==> src/pcis_defines.svh <==
`ifndef PCIS_DEFINES_SVH
`define PCIS_DEFINES_SVH

// Register indexes on the management interface
`define PCIS_IDX_XOVER      5'h1B
`define PCIS_IDX_IRQ_FLAGS  5'h1D
`define PCIS_IDX_IRQ_MASK   5'h1E
`define PCIS_IDX_NEG_STATUS 5'h1F

// Crossover / PLL / polarity register bit positions
`define PCIS_XO_OVERRIDE_BIT 15
`define PCIS_XO_AUTO_BIT     14
`define PCIS_XO_MANUAL_BIT   13
`define PCIS_XO_PLL_BIT      10
`define PCIS_XO_POL_BIT      4

// Negotiation status register fields
`define PCIS_NS_DONE_BIT     12
`define PCIS_NS_RSV_HI       11
`define PCIS_NS_RSV_LO       5
`define PCIS_NS_SPD_HI       4
`define PCIS_NS_SPD_LO       2
`define PCIS_NS_RSV_RST      7'h02

// Interrupt flag positions
`define PCIS_IRQ_ENERGY      7
`define PCIS_IRQ_NEG_DONE    6
`define PCIS_IRQ_REM_FAULT   5
`define PCIS_IRQ_LINK_DOWN   4
`define PCIS_IRQ_PARTNER_ACK 3
`define PCIS_IRQ_PAR_FAULT   2
`define PCIS_IRQ_PAGE_RX     1
`define PCIS_MASK_RST        8'h00

// Management frame layout
`define PCIS_PHY_ADDR_DEF    5'h01
`define PCIS_OP_READ         2'h2
`define PCIS_OP_WRITE        2'h1
`define PCIS_HDR_BITS        5'h0C
`define PCIS_TA_BITS         5'h02
`define PCIS_DATA_BITS       5'h10

// Energy timeout: time in ms and core clock in kHz
`define PCIS_ENERGY_MS       256
`define PCIS_CLK_KHZ         200000

`endif

==> src/pcis_pkg.sv <==
package pcis_pkg;

    // Frame engine phases
    typedef enum logic [2:0] {
        PCIS_PREAMBLE = 3'b000,
        PCIS_START    = 3'b001,
        PCIS_HEADER   = 3'b010,
        PCIS_TURN     = 3'b011,
        PCIS_RDATA    = 3'b100,
        PCIS_WDATA    = 3'b101
    } pcis_phase_t;

    // Line and negotiation status from the PHY core
    typedef struct packed {
        logic       link_up;
        logic       line_energy;
        logic       an_done;
        logic       remote_fault;
        logic       partner_ack;
        logic       parallel_fault;
        logic       page_rx;
        logic       rx_polarity_reversed;
        logic [2:0] resolved_speed_duplex;
    } pcis_line_t;

    // Crossover and PLL controls to the PHY core
    typedef struct packed {
        logic auto_en;
        logic manual_swap;
        logic rx_pll_ref_lock;
    } pcis_xover_t;

    // Whole state of the register bank
    typedef struct packed {
        logic        mdc_prev;
        pcis_phase_t phase;
        logic        pre_seen;
        logic [4:0]  cnt;
        logic [15:0] shift;
        logic        is_read;
        logic        hit;
        logic [4:0]  idx;
        logic        mdio_out;
        logic        mdio_oe;
        logic        xo_override;
        logic        xo_auto;
        logic        xo_manual;
        logic        pll_ref;
        logic [6:0]  ns_rsv;
        logic [7:0]  mask;
        logic [7:1]  flags;
        logic        energy_present;
        logic [31:0] energy_cnt;
        logic        an_prev;
        logic        irq;
        pcis_xover_t xover;
    } pcis_state_t;

endpackage

==> src/pcis_sync.sv <==
`timescale 1ns/1ps

module pcis_sync #(
    parameter int WIDTH = 1
) (
    // Clock and reset
    input  wire logic             core_clk,
    input  wire logic             srst,
    // Asynchronous levels in, synchronised levels out
    input  wire logic [WIDTH-1:0] async_in,
    output logic      [WIDTH-1:0] sync_out
);

    logic [WIDTH-1:0] stage1;

    // Two-flop synchroniser; first stage feeds only the second
    always_ff @(posedge core_clk)
    begin
        if (srst)
        begin
            stage1   <= '0;
            sync_out <= '0;
        end
        else
        begin
            stage1   <= async_in;
            sync_out <= stage1;
        end
    end

endmodule

==> src/pcis_regs.sv <==
`timescale 1ns/1ps
`include "pcis_defines.svh"

// Functional notes
// - Override clear: strap pin picks auto crossover; set: register bits 14/13 decide.
// - With override, bit 14 at 1 enables auto crossover, 0 selects manual.
// - Manual mode: bit 13 at 0 keeps pairs normal, 1 swaps their directions.
// - Bit 10 set holds the 10 Mb/s receive PLL on reference clock.
// - Bit 4 reports receive polarity: 0 normal, 1 reversed; read only.
// - Bits 3:0 of crossover register are read only; writes change nothing.
// - Flag register bits 7..1 name the interrupt causes; bit 0, 15:8 read 0.
// - Link-down flag leaves reset showing the current link state.
// - Mask bits 7:0 reset to 0; 1 in bits 7:1 enables a source, bit 0 gates nothing; upper bits read 0.
// - Status bit 12 reads 1 once negotiation is done, else 0; it follows an_done directly, with no reset.
// - Status bits 4:2 give resolved speed and duplex code.
// - Speed code comes from the negotiation outcome, not a fixed reset.
// - Status bits 11:5 reset to 0000010 and are stored as written.
// - Device answers frames addressed to its PHY address, default 00001.
// - Energy indication drops after 256 ms without energy; edges raise a flag.
module pcis_regs #(
    parameter logic [4:0]  PHY_ADDR           = `PCIS_PHY_ADDR_DEF,
    parameter int unsigned ENERGY_TIMEOUT_CYC = `PCIS_ENERGY_MS * `PCIS_CLK_KHZ
) (
    // Clock and reset
    input  wire logic             core_clk,
    input  wire logic             srst,
    // Management interface pins
    input  wire logic             mdc,
    input  wire logic             mdio_in,
    output logic                  mdio_out,
    output logic                  mdio_oe,
    // Strap pin
    input  wire logic             crossover_strap_pin,
    // PHY core status and controls
    input  pcis_pkg::pcis_line_t  line_status,
    output pcis_pkg::pcis_xover_t xover,
    output logic                  energy_present,
    output logic                  phy_irq
);

    // Parameter check
    if (ENERGY_TIMEOUT_CYC < 1)
    begin : g_bad_timeout
        $error("ENERGY_TIMEOUT_CYC must be at least one");
    end

    pcis_pkg::pcis_state_t st;
    pcis_pkg::pcis_state_t next_st;
    logic [2:0]            pins_s;
    logic                  mdc_s;
    logic                  mdio_s;
    logic                  strap_s;
    logic                  mdc_rise;
    logic [15:0]           rdata;
    logic [7:1]            ev;
    logic [7:1]            clr;
    logic [4:0]            hdr_idx;
    logic                  hdr_mapped;

    // Pins enter the clock domain through two flops
    pcis_sync #(
        .WIDTH (3)
    ) u_sync (
        .core_clk (core_clk),
        .srst     (srst),
        .async_in ({mdc, mdio_in, crossover_strap_pin}),
        .sync_out (pins_s)
    );

    assign mdc_s    = pins_s[2];
    assign mdio_s   = pins_s[1];
    assign strap_s  = pins_s[0];
    assign mdc_rise = mdc_s & ~st.mdc_prev;

    // Index of the frame in flight, complete at its last header bit
    assign hdr_idx = {st.shift[3:0], mdio_s};

    // Only the four bank indexes are answered; others leave the line released
    always_comb
    begin
        unique case (hdr_idx)
            `PCIS_IDX_XOVER,
            `PCIS_IDX_IRQ_FLAGS,
            `PCIS_IDX_IRQ_MASK,
            `PCIS_IDX_NEG_STATUS:
                hdr_mapped = 1'b1;
            default:
                hdr_mapped = 1'b0;
        endcase
    end

    // Read value of the addressed register
    always_comb
    begin
        rdata = 16'h0000;
        unique case (st.idx)
            `PCIS_IDX_XOVER:
            begin
                rdata[`PCIS_XO_OVERRIDE_BIT] = st.xo_override;
                rdata[`PCIS_XO_AUTO_BIT]     = st.xo_auto;
                rdata[`PCIS_XO_MANUAL_BIT]   = st.xo_manual;
                rdata[`PCIS_XO_PLL_BIT]      = st.pll_ref;
                rdata[`PCIS_XO_POL_BIT]      = line_status.rx_polarity_reversed;
            end
            `PCIS_IDX_IRQ_FLAGS:
                rdata[7:1] = st.flags;
            `PCIS_IDX_IRQ_MASK:
                rdata[7:0] = st.mask;
            `PCIS_IDX_NEG_STATUS:
            begin
                rdata[`PCIS_NS_DONE_BIT] = line_status.an_done;
                rdata[`PCIS_NS_RSV_HI:`PCIS_NS_RSV_LO] = st.ns_rsv;
                rdata[`PCIS_NS_SPD_HI:`PCIS_NS_SPD_LO] =
                    line_status.resolved_speed_duplex;
            end
            default:
                rdata = 16'h0000;
        endcase
    end

    // Next state of the whole bank
    always_comb
    begin
        next_st          = st;
        next_st.mdc_prev = mdc_s;
        clr              = 7'h00;

        // Energy timer restarts on every sign of line energy
        if (line_status.line_energy)
        begin
            next_st.energy_cnt     = 32'h0000_0000;
            next_st.energy_present = 1'b1;
        end
        else if (st.energy_cnt >= ENERGY_TIMEOUT_CYC - 32'h0000_0001)
        begin
            next_st.energy_present = 1'b0;
        end
        else
        begin
            next_st.energy_cnt = st.energy_cnt + 32'h0000_0001;
        end
        // Negotiation done is edge detected; a held level raises one flag
        next_st.an_prev = line_status.an_done;

        // Interrupt causes of this cycle
        ev                        = 7'h00;
        ev[`PCIS_IRQ_ENERGY]      = next_st.energy_present ^ st.energy_present;
        ev[`PCIS_IRQ_NEG_DONE]    = line_status.an_done & ~st.an_prev;
        ev[`PCIS_IRQ_REM_FAULT]   = line_status.remote_fault;
        ev[`PCIS_IRQ_LINK_DOWN]   = ~line_status.link_up;
        ev[`PCIS_IRQ_PARTNER_ACK] = line_status.partner_ack;
        ev[`PCIS_IRQ_PAR_FAULT]   = line_status.parallel_fault;
        ev[`PCIS_IRQ_PAGE_RX]     = line_status.page_rx;

        // Frame engine, one step per rising management clock edge
        if (mdc_rise)
        begin
            unique case (st.phase)
                pcis_pkg::PCIS_PREAMBLE:
                begin
                    // A one then a zero marks the start of a frame
                    if (mdio_s)
                        next_st.pre_seen = 1'b1;
                    else if (st.pre_seen)
                        next_st.phase = pcis_pkg::PCIS_START;
                end
                pcis_pkg::PCIS_START:
                begin
                    next_st.pre_seen = 1'b0;
                    next_st.cnt      = 5'h00;
                    next_st.phase    = mdio_s ? pcis_pkg::PCIS_HEADER
                                              : pcis_pkg::PCIS_PREAMBLE;
                end
                pcis_pkg::PCIS_HEADER:
                begin
                    next_st.shift = {st.shift[14:0], mdio_s};
                    next_st.cnt   = st.cnt + 5'h01;
                    if (next_st.cnt == `PCIS_HDR_BITS)
                    begin
                        next_st.idx     = next_st.shift[4:0];
                        next_st.is_read = next_st.shift[11:10] == `PCIS_OP_READ;
                        // Wrong address, op code or index: the frame runs on unanswered
                        next_st.hit     = next_st.shift[9:5] == PHY_ADDR &&
                                          hdr_mapped &&
                                          (next_st.shift[11:10] == `PCIS_OP_READ ||
                                           next_st.shift[11:10] == `PCIS_OP_WRITE);
                        next_st.cnt     = 5'h00;
                        next_st.phase   = pcis_pkg::PCIS_TURN;
                    end
                end
                pcis_pkg::PCIS_TURN:
                begin
                    next_st.cnt = st.cnt + 5'h01;
                    if (st.is_read)
                    begin
                        // Drive zero in the second turnaround bit
                        next_st.cnt      = 5'h00;
                        next_st.shift    = rdata;
                        next_st.mdio_out = 1'b0;
                        next_st.mdio_oe  = st.hit;
                        next_st.phase    = pcis_pkg::PCIS_RDATA;
                        if (st.hit && st.idx == `PCIS_IDX_IRQ_FLAGS)
                            clr = st.flags;
                    end
                    // Writes let both turnaround bits pass before data
                    else if (next_st.cnt == `PCIS_TA_BITS)
                    begin
                        next_st.cnt   = 5'h00;
                        next_st.phase = pcis_pkg::PCIS_WDATA;
                    end
                end
                pcis_pkg::PCIS_RDATA:
                begin
                    // Bit 0 has been sampled once the count reaches sixteen
                    if (st.cnt == `PCIS_DATA_BITS)
                    begin
                        next_st.mdio_oe  = 1'b0;
                        next_st.mdio_out = 1'b0;
                        next_st.phase    = pcis_pkg::PCIS_PREAMBLE;
                    end
                    else
                    begin
                        next_st.mdio_out = st.shift[15];
                        next_st.shift    = {st.shift[14:0], 1'b0};
                        next_st.cnt      = st.cnt + 5'h01;
                    end
                end
                pcis_pkg::PCIS_WDATA:
                begin
                    next_st.shift = {st.shift[14:0], mdio_s};
                    next_st.cnt   = st.cnt + 5'h01;
                    if (next_st.cnt == `PCIS_DATA_BITS)
                    begin
                        next_st.phase = pcis_pkg::PCIS_PREAMBLE;
                        if (st.hit)
                        begin
                            unique case (st.idx)
                                `PCIS_IDX_XOVER:
                                begin
                                    // Bits 3:0 and reserved bits are dropped
                                    next_st.xo_override =
                                        next_st.shift[`PCIS_XO_OVERRIDE_BIT];
                                    next_st.xo_auto   = next_st.shift[`PCIS_XO_AUTO_BIT];
                                    next_st.xo_manual = next_st.shift[`PCIS_XO_MANUAL_BIT];
                                    next_st.pll_ref   = next_st.shift[`PCIS_XO_PLL_BIT];
                                end
                                `PCIS_IDX_IRQ_MASK:
                                    next_st.mask = next_st.shift[7:0];
                                `PCIS_IDX_NEG_STATUS:
                                    next_st.ns_rsv =
                                        next_st.shift[`PCIS_NS_RSV_HI:`PCIS_NS_RSV_LO];
                                default:
                                    next_st.mask = st.mask;
                            endcase
                        end
                    end
                end
                default:
                    next_st.phase = pcis_pkg::PCIS_PREAMBLE;
            endcase
        end

        // Event wins over a clear in the same cycle
        next_st.flags = (st.flags & ~clr) | ev;
        next_st.irq   = |(next_st.flags & next_st.mask[7:1]);

        // Crossover selection; strap rules unless overridden
        next_st.xover.auto_en = next_st.xo_override ? next_st.xo_auto
                                                    : strap_s;
        next_st.xover.manual_swap = next_st.xo_override & ~next_st.xo_auto &
                                    next_st.xo_manual;
        next_st.xover.rx_pll_ref_lock = next_st.pll_ref;
    end

    // State register
    always_ff @(posedge core_clk)
    begin
        if (srst)
        begin
            st                 <= '0;
            st.phase           <= pcis_pkg::PCIS_PREAMBLE;
            st.mask            <= `PCIS_MASK_RST;
            st.ns_rsv          <= `PCIS_NS_RSV_RST;
            // Energy counts as present until the quiet timer runs out
            st.energy_present  <= 1'b1;
            st.an_prev         <= line_status.an_done;
            st.flags[`PCIS_IRQ_LINK_DOWN] <= ~line_status.link_up;
        end
        else
        begin
            st <= next_st;
        end
    end

    // Outputs straight from the state register
    assign mdio_out       = st.mdio_out;
    assign mdio_oe        = st.mdio_oe;
    assign xover          = st.xover;
    assign energy_present = st.energy_present;
    assign phy_irq        = st.irq;

endmodule

==> config.mk <==
export PLATFORM = sky130hd
export DESIGN_NAME = pcis_regs
export DESIGN_NICKNAME = d
export VERILOG_FILES = /design/src/pcis_pkg.sv /design/src/pcis_sync.sv /design/src/pcis_regs.sv
export VERILOG_INCLUDE_DIRS = /design/src
export SDC_FILE = /design/constraint.sdc
export NUM_CORES = 1
export LEC_CHECK = 0
export BUFFER_PORTS_ARGS = -buffer_cell sky130_fd_sc_hd__buf_2
export CORE_MARGIN = 3
export CORE_UTILIZATION = 25
export DETAILED_ROUTE_END_ITERATION = 7
export SLEW_MARGIN = 20
export SYNTH_ARGS = -nofsm -noshare
export SYNTH_HDL_FRONTEND = slang
export SYNTH_SLANG_ARGS = --single-unit
==> constraint.sdc <==
create_clock -name core_clk -period 2.77 [get_ports core_clk]
set_input_delay 0.554 -clock core_clk [delete_from_list [all_inputs] [get_ports core_clk]]
set_output_delay 0.554 -clock core_clk [all_outputs]
set_load 0.05 [all_outputs]
After elaboration in Yosys (flattened, before gate mapping)

Cells that the tools add are included.

Register bits: 104
Bits of input ports: 16
Output and inout bits: 7
Word-level logic and storage cells: 142

Add/subtract/negate cells: 2
Order comparisons: 1
Equality and inequality tests: 29
Muxes and demuxes: 48
Bitwise operators: 13
Reduce and logical (&&, ||, !) cells: 22

Operators by type and width:

| kind                                                                     | count |
|---|---|
| 19-bit two-way mux                                                       | 4 |
| 5-bit equality test (second input constant)                              | 10 |
| 16-bit one-hot mux with 3 select lines                                   | 1 |
| 42-bit two-way mux                                                       | 1 |
| 7-bit two-way mux                                                        | 5 |
| 33-bit two-way mux                                                       | 1 |
| 32-bit by 1-bit adder with 32-bit output (second input constant)         | 1 |
| 32-bit by 26-bit >= comparator with 1-bit output (second input constant) | 1 |
| 32-bit two-way mux                                                       | 1 |
| 5-bit one-hot mux with 5 select lines                                    | 1 |
| 3-bit two-way mux                                                        | 8 |
| 21-bit two-way mux                                                       | 1 |
| 3-bit one-hot mux with 6 select lines                                    | 1 |
| 16-bit two-way mux                                                       | 1 |
| 5-bit two-way mux                                                        | 3 |
| 7-bit bitwise AND                                                        | 2 |
| 2-bit != test (second input constant)                                    | 7 |
| 3-bit AND reduction                                                      | 4 |
| 5-bit AND reduction                                                      | 2 |
| 3-bit one-hot mux with 3 select lines                                    | 1 |
| 2-bit two-way mux                                                        | 4 |
| 8-bit two-way mux                                                        | 1 |
| 4-bit AND reduction                                                      | 2 |
| 1-bit two-way mux                                                        | 7 |
| 31 further kinds                                                         | 45 |

Logic depth before layout (Yosys ltp)

Gate-level depths: netlist (run 1).

Depth in word-level cells: 12
Gate-level depth with buffers: 9
Gate-level depth less buffers: 8

Modules after synthesis

From an unflattened synthesis (run 1), not the netlist that was laid out.

Cells, all modules: 550
Area total of the unflattened synthesis: 4727.0 um^2

Modules (own cells, without submodules):

| module    | times used | cells each | area each (um^2) | seq. area each (um^2) |
|---|---|---|---|---|
| pcis_regs | 1          | 538        | 4569.4           | 1961.9 |
| pcis_sync | 1          | 12         | 157.7            | 120.1 |

Worst setup path before layout (run 1)

Ideal clock, no wire load.

Path kind: reg2reg
Start: reg st[25] (netlist name)
End: reg st[15] (netlist name)
Setup time: 0.070 ns
Arrival: 2.114 ns
Data required time: 2.700 ns
Setup slack: 0.586 ns
Stages on the path, launching flop included: 7
Buffers on the path: 0
Clock period less this slack: 2.184 ns
Cells stage by stage: dfxtp_1 or4_4 nor4_4 a21oi_2 or4_4 or3_1 a21oi_1

Longest elaborated chain between the ends: 1

RTL lines:

| what                                             | line             | text |
|---|---|---|
| start, declared                                  | pcis_regs.sv:47  | `pcis_pkg::pcis_state_t st;` |
| start signal, assigned                           | pcis_regs.sv:291 | `st <= next_st;` |
| 32-bit by 26-bit >= comparator with 1-bit output | pcis_regs.sv:134 | `else if (st.energy_cnt >= ENERGY_TIMEOUT_CYC - 32'h0000_0001)` |

Every way passes these cells.
A chain may end at the register's enable or synchronous reset.

Worst setup path in the final report (run 1)

Start: reg st[95] (netlist name)
End: reg st, in the netlist xover[2]

Longest elaborated chain between the ends: 4

RTL lines:

| what                | line             | text |
|---|---|---|
| 3-bit equality test | pcis_regs.sv:158 | `unique case (st.phase)` |
| 19-bit two-way mux  | pcis_regs.sv:158 |  |
| 19-bit two-way mux  | pcis_regs.sv:156 | `if (mdc_rise)` |
| 1-bit two-way mux   | pcis_regs.sv:268 | `next_st.xover.auto_en = next_st.xo_override ? next_st.xo_auto` |

Every way passes these cells.

==> impl_results.md, run 1 <==
* Netlist cell types at 62
* Worst setup path class: flip-flop to flip-flop
* Crit path time final at ~2400 ps
* Worst-Skew Late Latency at 340 ps
* Total GRT Usage at 0.1085
* CP bufs+invs at 0
* Hold/Removal Path Class: input pin to flip-flop
* R2R Setup Slk at ~400 ps
* First-pass GRT wire length at 18510 um
* Clk sink count at 104
* Via count at 3866
* Predominant post-synthesis flop cell: dfxtp_1
* CP delay by family, top: simple AND/OR/NAND/NOR gates
* Startpoint of the worst hold path: line_status[8]
* # IOs at 23
* Crit start category: flip-flop
* Clock Tree Buf Depth at 2
* Final Hold Vio Count at 0
* Post-Syn Area at 4742 um^2
* Setup crit end: xover[2]$_SDFF_PP0_
* Setup bufs post-CTS at 0
* Fillers at 1955
* CP max-delay cell: dfxtp_1
* Area grow syn2layout at 13.59%
* EDFF count, synth at 0
* Final ANT Viol Nets at 0
* Post-cts resize count at 0
* Total core area at 18270 um^2
* CP Capture Type: flip-flop
* Remaining global-route overflow at 0
* Initial antenna violation count at 0
* Pwr/cell area at between 500 and 600 nW/um^2
* Seq/Total Area, Yosys at 0.4391
* Detailed-route wire length per cell at 13.53 um
* Setup WS pre-CTS at 425.7 ps
* Worst-path fanout max at 13
* Yosys reg bits at 104
* Crit-path cells: nor2b_1 > and4_1 > nand4_1 > and3b_1 > a2111oi_0
* Post-DP Area at 5120 um^2
* Setup violators final at 0
* Maxcap violations at 0
* Setup crit start: st[95]$_SDFFE_PP0P_
* Final WL at 10840 um
* Cells after synthesis at between 500 and 600
* DRC at 0
* Setup WS post-layout at 398.7 ps
* RR Endpoint: xover[2]$_SDFF_PP0_
* Vias per cell at 4.826
* Cts hold-fix bufs at 0
* IO Port Bufs at 22
* CP required at 2980 ps
* Largest net degree at the start of global routing at between 50 and 60
* CTS clk-pin slew, worst paths at 70 ps
* Slew headroom at 0.6237
* Unrepaired setup endpoints after global routing: no
* Layout cells sized above 1 at 0.1066
* Die Span Y at 143.7 um
* Root Driver: clkbuf_16
* Critical path depth at 5
* Power Total at roughly 0.0028 W
* Detailed Route Iter0 Violations at 179
* TritonCTS buffer count at 9
* Async set-or-reset flop fraction in the synthesized netlist at 0
* Setup TNS at 0 ps
* Slew Limit Fails at 0
* HPWL after DPL at 7593 um
* Initial Util at 0.2596
* Actual slew at the worst max-slew pin at 564.4 ps
* Period utilisation layout at 0.8561
* Chip width at ~140 um
* Design area at 5386 um^2
* Antenna diode count at 0
* Worst r2r src: st[95]$_SDFFE_PP0P_
* Max VDD drop at around 260 uV
* LEAKAGE at 1.921 nW
* Post-Synthesis Net Count at 572
* CTS tree: built
* 1st-pass router iterations at 4
* GP Congestion at 0.7791
* Die ar. at between 20000 and 25000 um^2
* Run status: complete, no violations
* Critical Path AT at approximately 2600 ps
* Setup Skew at around 8.7 ps
* Ys Warns at 0
* Cell row count at slightly below 50
* CP peak stage delay at approximately 550 ps
* Fmax at 421.7 MHz
* Avg Cell Area, Syn at 8.606 um^2
* Hold WS at 345.6 ps
* H-tree depth at 3
* Nets at 588
* Vias in the first global route at around 3800
* R2R cell count at 5
==> area by class of cell <==
class,instances,area (um^2),area share
clock inverter,4,30.03,0.005575
sequential,104,2082,0.3865
timing repair buffer,34,200.2,0.03717
clock buffer,12,236.5,0.04390
multi-input combinational,402,2491,0.4625
tap,229,286.5,0.05319
inverter,16,60.06,0.01115
==> kinds of logic (layout without fill, tap and decap cells) <==
| logic type | after synthesis | count (layout) | share of synthesized area |
|---|---|---|---|
| AOI/OAI and AO/OA | 118 | 118 | 0.1623 |
| DFF | 104 | 104 | 0.4391 |
| muxes | 29 | 29 | 0.06148 |
| buffers and inverters | 45 | 66 | 0.03826 |
| xor gates and xnor gates | 15 | 15 | 0.02770 |
| and+or+nand+nor | 235 | 235 | 0.2580 |
| adders and majority gates | 5 | 5 | 0.01319 |
==> state kept, by name, summed over array words and instances (netlist names), named ones only <==
| register | cells |
|---|---|
| mdio_oe | 1 |
| mdio_out | 1 |
| energy_present | 1 |
| st | 87 |
| u_sync.sync_out | 3 |
| hdr_idx | 4 |
| u_sync.stage1 | 3 |
| xover | 2 |
| phy_irq | 1 |
==> per-layer routing <==
layer / wire (um) / vias up / track usage
li1: - / 1990 / -
met1: 5342 / 1814 / 0.1435
met2: 5004 / 52 / 0.1804
met3: 392 / 10 / 0.02696
met4: 99 / 0 / 0.02230
met5: 0 / - / 0
==> where the power goes <==
group	switching (W)	internal [W]	leakage (nW)
registers	0.0000150	0.00151	0.842
clock network	0.000554	0.000615	0.127
logic	0.0000693	0.0000345	0.952
==> cells in the final DEF (no fill, tap or decap), types with 3 or more instances in the layout <==
master     Yosys  final
clkbuf_16      0      9
nand2_1       36     36
a22oi_1        5      5
nor2b_1       15     15
a21oi_1       37     37
or3_1         11     11
a31oi_1        3      3
o21ai_0       23     23
o31ai_1        6      6
xor2_1         4      4
nand4_1       11     11
xnor2_1       11     11
and2_1        12     12
buf_2          1     22
a311oi_1       4      4
nor2_1        81     81
nor3_1        11     11
mux2i_1       28     28
ha_1           5      5
nor4_1         4      4
clkbuf_1      23      3
inv_1         16     16
or4_1          5      5
and3_1         3      3
nand3_1       18     18
o211ai_1      13     13
dfxtp_1      104    104
a211oi_1       5      4
buf_4          3     12
nand2b_1       7      7
==> metrics by stage <==
stage               utilization  std cells
floorplan                     -        551
global placement         0.2802        785
detailed placement       0.2802        785
CTS                      0.2948        801
global route             0.2948        801
finish                   0.2948        801
==> Yosys cell counts (4+ instances only) <==
master      n  area share
nor4_1      4      0.0053
a22oi_1     5      0.0079
nor3_1     11       0.012
o31ai_1     6      0.0095
or3_1      11       0.015
a21oi_1    37       0.039
nand2b_1    7      0.0092
nand3_1    18       0.019
or4_1       5      0.0079
nand2_1    36       0.028
and2_1     12       0.016
inv_1      16       0.013
a311oi_1    4      0.0074
nor2_1     81       0.064
clkbuf_1   23       0.018
o211ai_1   13       0.021
o21ai_0    23       0.024
xor2_1      4      0.0074
mux2i_1    28       0.059
a211oi_1    5      0.0079
nand4_1    11       0.015
ha_1        5       0.013
nor2b_1    15       0.020
dfxtp_1   104        0.44
xnor2_1    11       0.020
==> worst min-delay path by stage <==
stage | endpoint | slack (ps) | depth (start not counted)
final | st[4]$_DFF_P_ | 350 | 1
after global routing | st[4]$_DFF_P_ | 340 | 1
after CTS | st[4]$_DFF_P_ | 340 | 1
after detailed placement | u_sync.sync_out[0]$_SDFF_PP0_ | 430 | 1
after global placement | u_sync.sync_out[0]$_SDFF_PP0_ | 420 | 1
after floorplan | u_sync.sync_out[0]$_SDFF_PP0_ | 410 | 1
No activity file was read; power rests on OpenSTA's default activity.
==> run 2, diff against run 1 <==
--- a/config.mk
+++ b/config.mk
@@ -10,6 +10,8 @@
 export CORE_MARGIN = 3
 export CORE_UTILIZATION = 25
 export DETAILED_ROUTE_END_ITERATION = 7
+export GPL_ROUTABILITY_DRIVEN = 0
+export MAX_ROUTING_LAYER = met4
 export SLEW_MARGIN = 20
 export SYNTH_ARGS = -nofsm -noshare
 export SYNTH_HDL_FRONTEND = slang
==> impl_results.md, run 2 (synthesized netlist as in run 1, its figures left out) <==
* Setup bufs post-CTS at 0 (unchanged)
* CP Capture Type: flip-flop
* Critical Path AT at 2580 ps (about the same)
* Via count at 3879 (+0.34%)
* Worst-path fanout max at 13 (unchanged)
* Clock Tree Buf Depth at 2 (unchanged)
* Maxcap violations at 0 (unchanged)
* LEAKAGE at 1.921 nW (unchanged)
* Die ar. at 20660 um^2 (unchanged)
* Fillers at 1955 (unchanged)
* Most frequent cells in the layout: 104 x dfxtp_1, 81 x nor2_1, 37 x a21oi_1, 36 x nand2_1, 28 x mux2i_1
* DRC at 0 (unchanged)
* TritonCTS buffer count at 9 (unchanged)
* Startpoint of the worst hold path: line_status[8]
* Final WL at 10820 um (-0.18%)
* Setup violators final at 0 (unchanged)
* Layout cells sized above 1 at 0.1066 (unchanged)
* CTS tree: built
* Fmax at 420.9 MHz (-0.19%)
* Hold path endpoint: st[4]$_DFF_P_
* Initial antenna violation count at 0 (unchanged)
* Total core area at 18270 um^2 (unchanged)
* Clk sink count at 104 (unchanged)
* R2R Setup Slk at 390 ps (about the same)
* Crit path time final at 2376 ps (+4.448 ps)
* # IOs at 23 (unchanged)
* Area grow syn2layout at 13.59% (unchanged)
* Largest net degree at the start of global routing at 55 (unchanged)
* Final ANT Viol Nets at 0 (unchanged)
* Crit-path cells: nor2b_1 > and4_1 > nand4_1 > and3b_1 > a2111oi_0
* Setup TNS at 0 ps (unchanged)
* Final Hold Vio Count at 0 (unchanged)
* Cell row count at 49 (unchanged)
* Cts hold-fix bufs at 0 (unchanged)
* Period utilisation layout at 0.8577 (+0.001606)
* Worst setup path class: flip-flop to flip-flop
* H-tree depth at 3 (unchanged)
* Die Span Y at 143.7 um (unchanged)
* Slew headroom at 0.6226 (-0.001156)
* Commonest non-fill, non-tap cell in the layout: dfxtp_1
* Chip width at 143.7 um (unchanged)
* Max reg flops at 87 (unchanged)
* Critical path depth at 5 (unchanged)
* Run status: complete, no violations
* Remaining global-route overflow at 0 (unchanged)
* Detailed Route Iter0 Violations at 180 (+0.56%)
* IO Port Bufs at 22 (unchanged)
* Setup Skew at 8.598 ps (-0.1309 ps)
* R2R cell count at 5 (unchanged)
* Detailed-route wire length per cell at 13.51 um (-0.18%)
* Actual slew at the worst max-slew pin at 566.2 ps (+1.734 ps)
* Top reg by flops: st
* HPWL after DPL at 7593 um (unchanged)
* Antenna diode count at 0 (unchanged)
* Vias in the first global route at 3785 (-0.053%)
* Post-DP Area at 5120 um^2 (unchanged)
* Crit start category: flip-flop
* Nets at 588 (unchanged)
* Worst-Skew Late Latency at 340 ps (about the same)
* Slew Limit Fails at 0 (unchanged)
* CP max-delay cell: dfxtp_1
* Fin cells at 801 (unchanged)
* Unrepaired setup endpoints after global routing: no
* Worst r2r src: st[95]$_SDFFE_PP0P_
* Root Driver: clkbuf_16
* CTS clk-pin slew, worst paths at 70 ps (about the same)
* Design area at 5386 um^2 (unchanged)
* CP bufs+invs at 0 (unchanged)
* Hold/Removal Path Class: input pin to flip-flop
* First-pass GRT wire length at 18510 um (unchanged)
* Total GRT Usage at 0.1116 (+0.003093)
* RR Endpoint: xover[2]$_SDFF_PP0_
* CP required at 2980 ps (about the same)
* Placed cells at 785 (unchanged)
* CP delay by family, top: simple AND/OR/NAND/NOR gates
* 1st-pass router iterations at 4 (unchanged)
* Max VDD drop at 259.9 uV (+0.36%)
* Post-cts resize count at 0 (unchanged)
* Pwr/cell area at 520.0 nW/um^2 (about the same)
* Initial Util at 0.2596 (unchanged)
* Hold Path Depth at 1 (unchanged)
* Vias per cell at 4.843 (+0.34%)
* CP peak stage delay at 550 ps (about the same)
run 2: cell counts in the layout (fill, tap and decap cells not counted):
Identical to the previous run, type by type.
run 2: per-layer routing:
| metal | GRT usage | wire, um | vias up |
|---|---|---|---|
| li1 | - | - | 1991 |
| met1 | 0.1433 | 5251 | 1820 |
| met2 | 0.1802 | 5037 | 58 |
| met3 | 0.02696 | 431 | 10 |
| met4 | 0.02230 | 98 | 0 |
| met5 | - | 0 | - |
run 2: through the flow:
| step | utilization | power (W) | worst slack [ps] | hold slack (ps) |
|---|---|---|---|---|
| finish | 0.2948 | 0.002801 | 394.3 | 344.8 |
| global route | 0.2948 | 0.002916 | 118.1 | 336.8 |
| CTS | 0.2948 | 0.002841 | 391.8 | 337.9 |
| detailed placement | 0.2802 | 0.001667 | 425.7 | 432.3 |
| global placement | 0.2802 | 0.001667 | 475.8 | 420.3 |
| floorplan | - | 0.001630 | 586.4 | 413.8 |
run 2: where the power goes:
group / total, W / switching, W / internal (W)
logic: 0.000104 / 0.0000693 / 0.0000345
registers: 0.00153 / 0.0000150 / 0.00151
clock network: 0.00117 / 0.000555 / 0.000615
total: 0.00280 / 0.000639 / 0.00216
run 2: area by class of cell:
class | instances | area [um^2] | share of cell area
sequential | 104 | 2082 | 0.3865
tap | 229 | 286.5 | 0.05319
timing repair buffer | 34 | 200.2 | 0.03717
clock inverter | 4 | 30.03 | 0.005575
multi-input combinational | 402 | 2491 | 0.4625
inverter | 16 | 60.06 | 0.01115
clock buffer | 12 | 236.5 | 0.04390
run 2: worst max path at each step:
stage                         from                   to  slack (ps)
2_1_floorplan  st[25]$_SDFFE_PP0N_  st[15]$_SDFFE_PP0N_         590
3_3_place_gp   st[89]$_SDFFE_PP0P_  st[91]$_SDFFE_PP0P_         480
3_5_place_dp   st[95]$_SDFFE_PP0P_  xover[2]$_SDFF_PP0_         430
4_1_cts        st[95]$_SDFFE_PP0P_  xover[2]$_SDFF_PP0_         390
5_1_grt        st[95]$_SDFFE_PP0P_  xover[2]$_SDFF_PP0_         120
6_report       st[95]$_SDFFE_PP0P_  xover[2]$_SDFF_PP0_         390
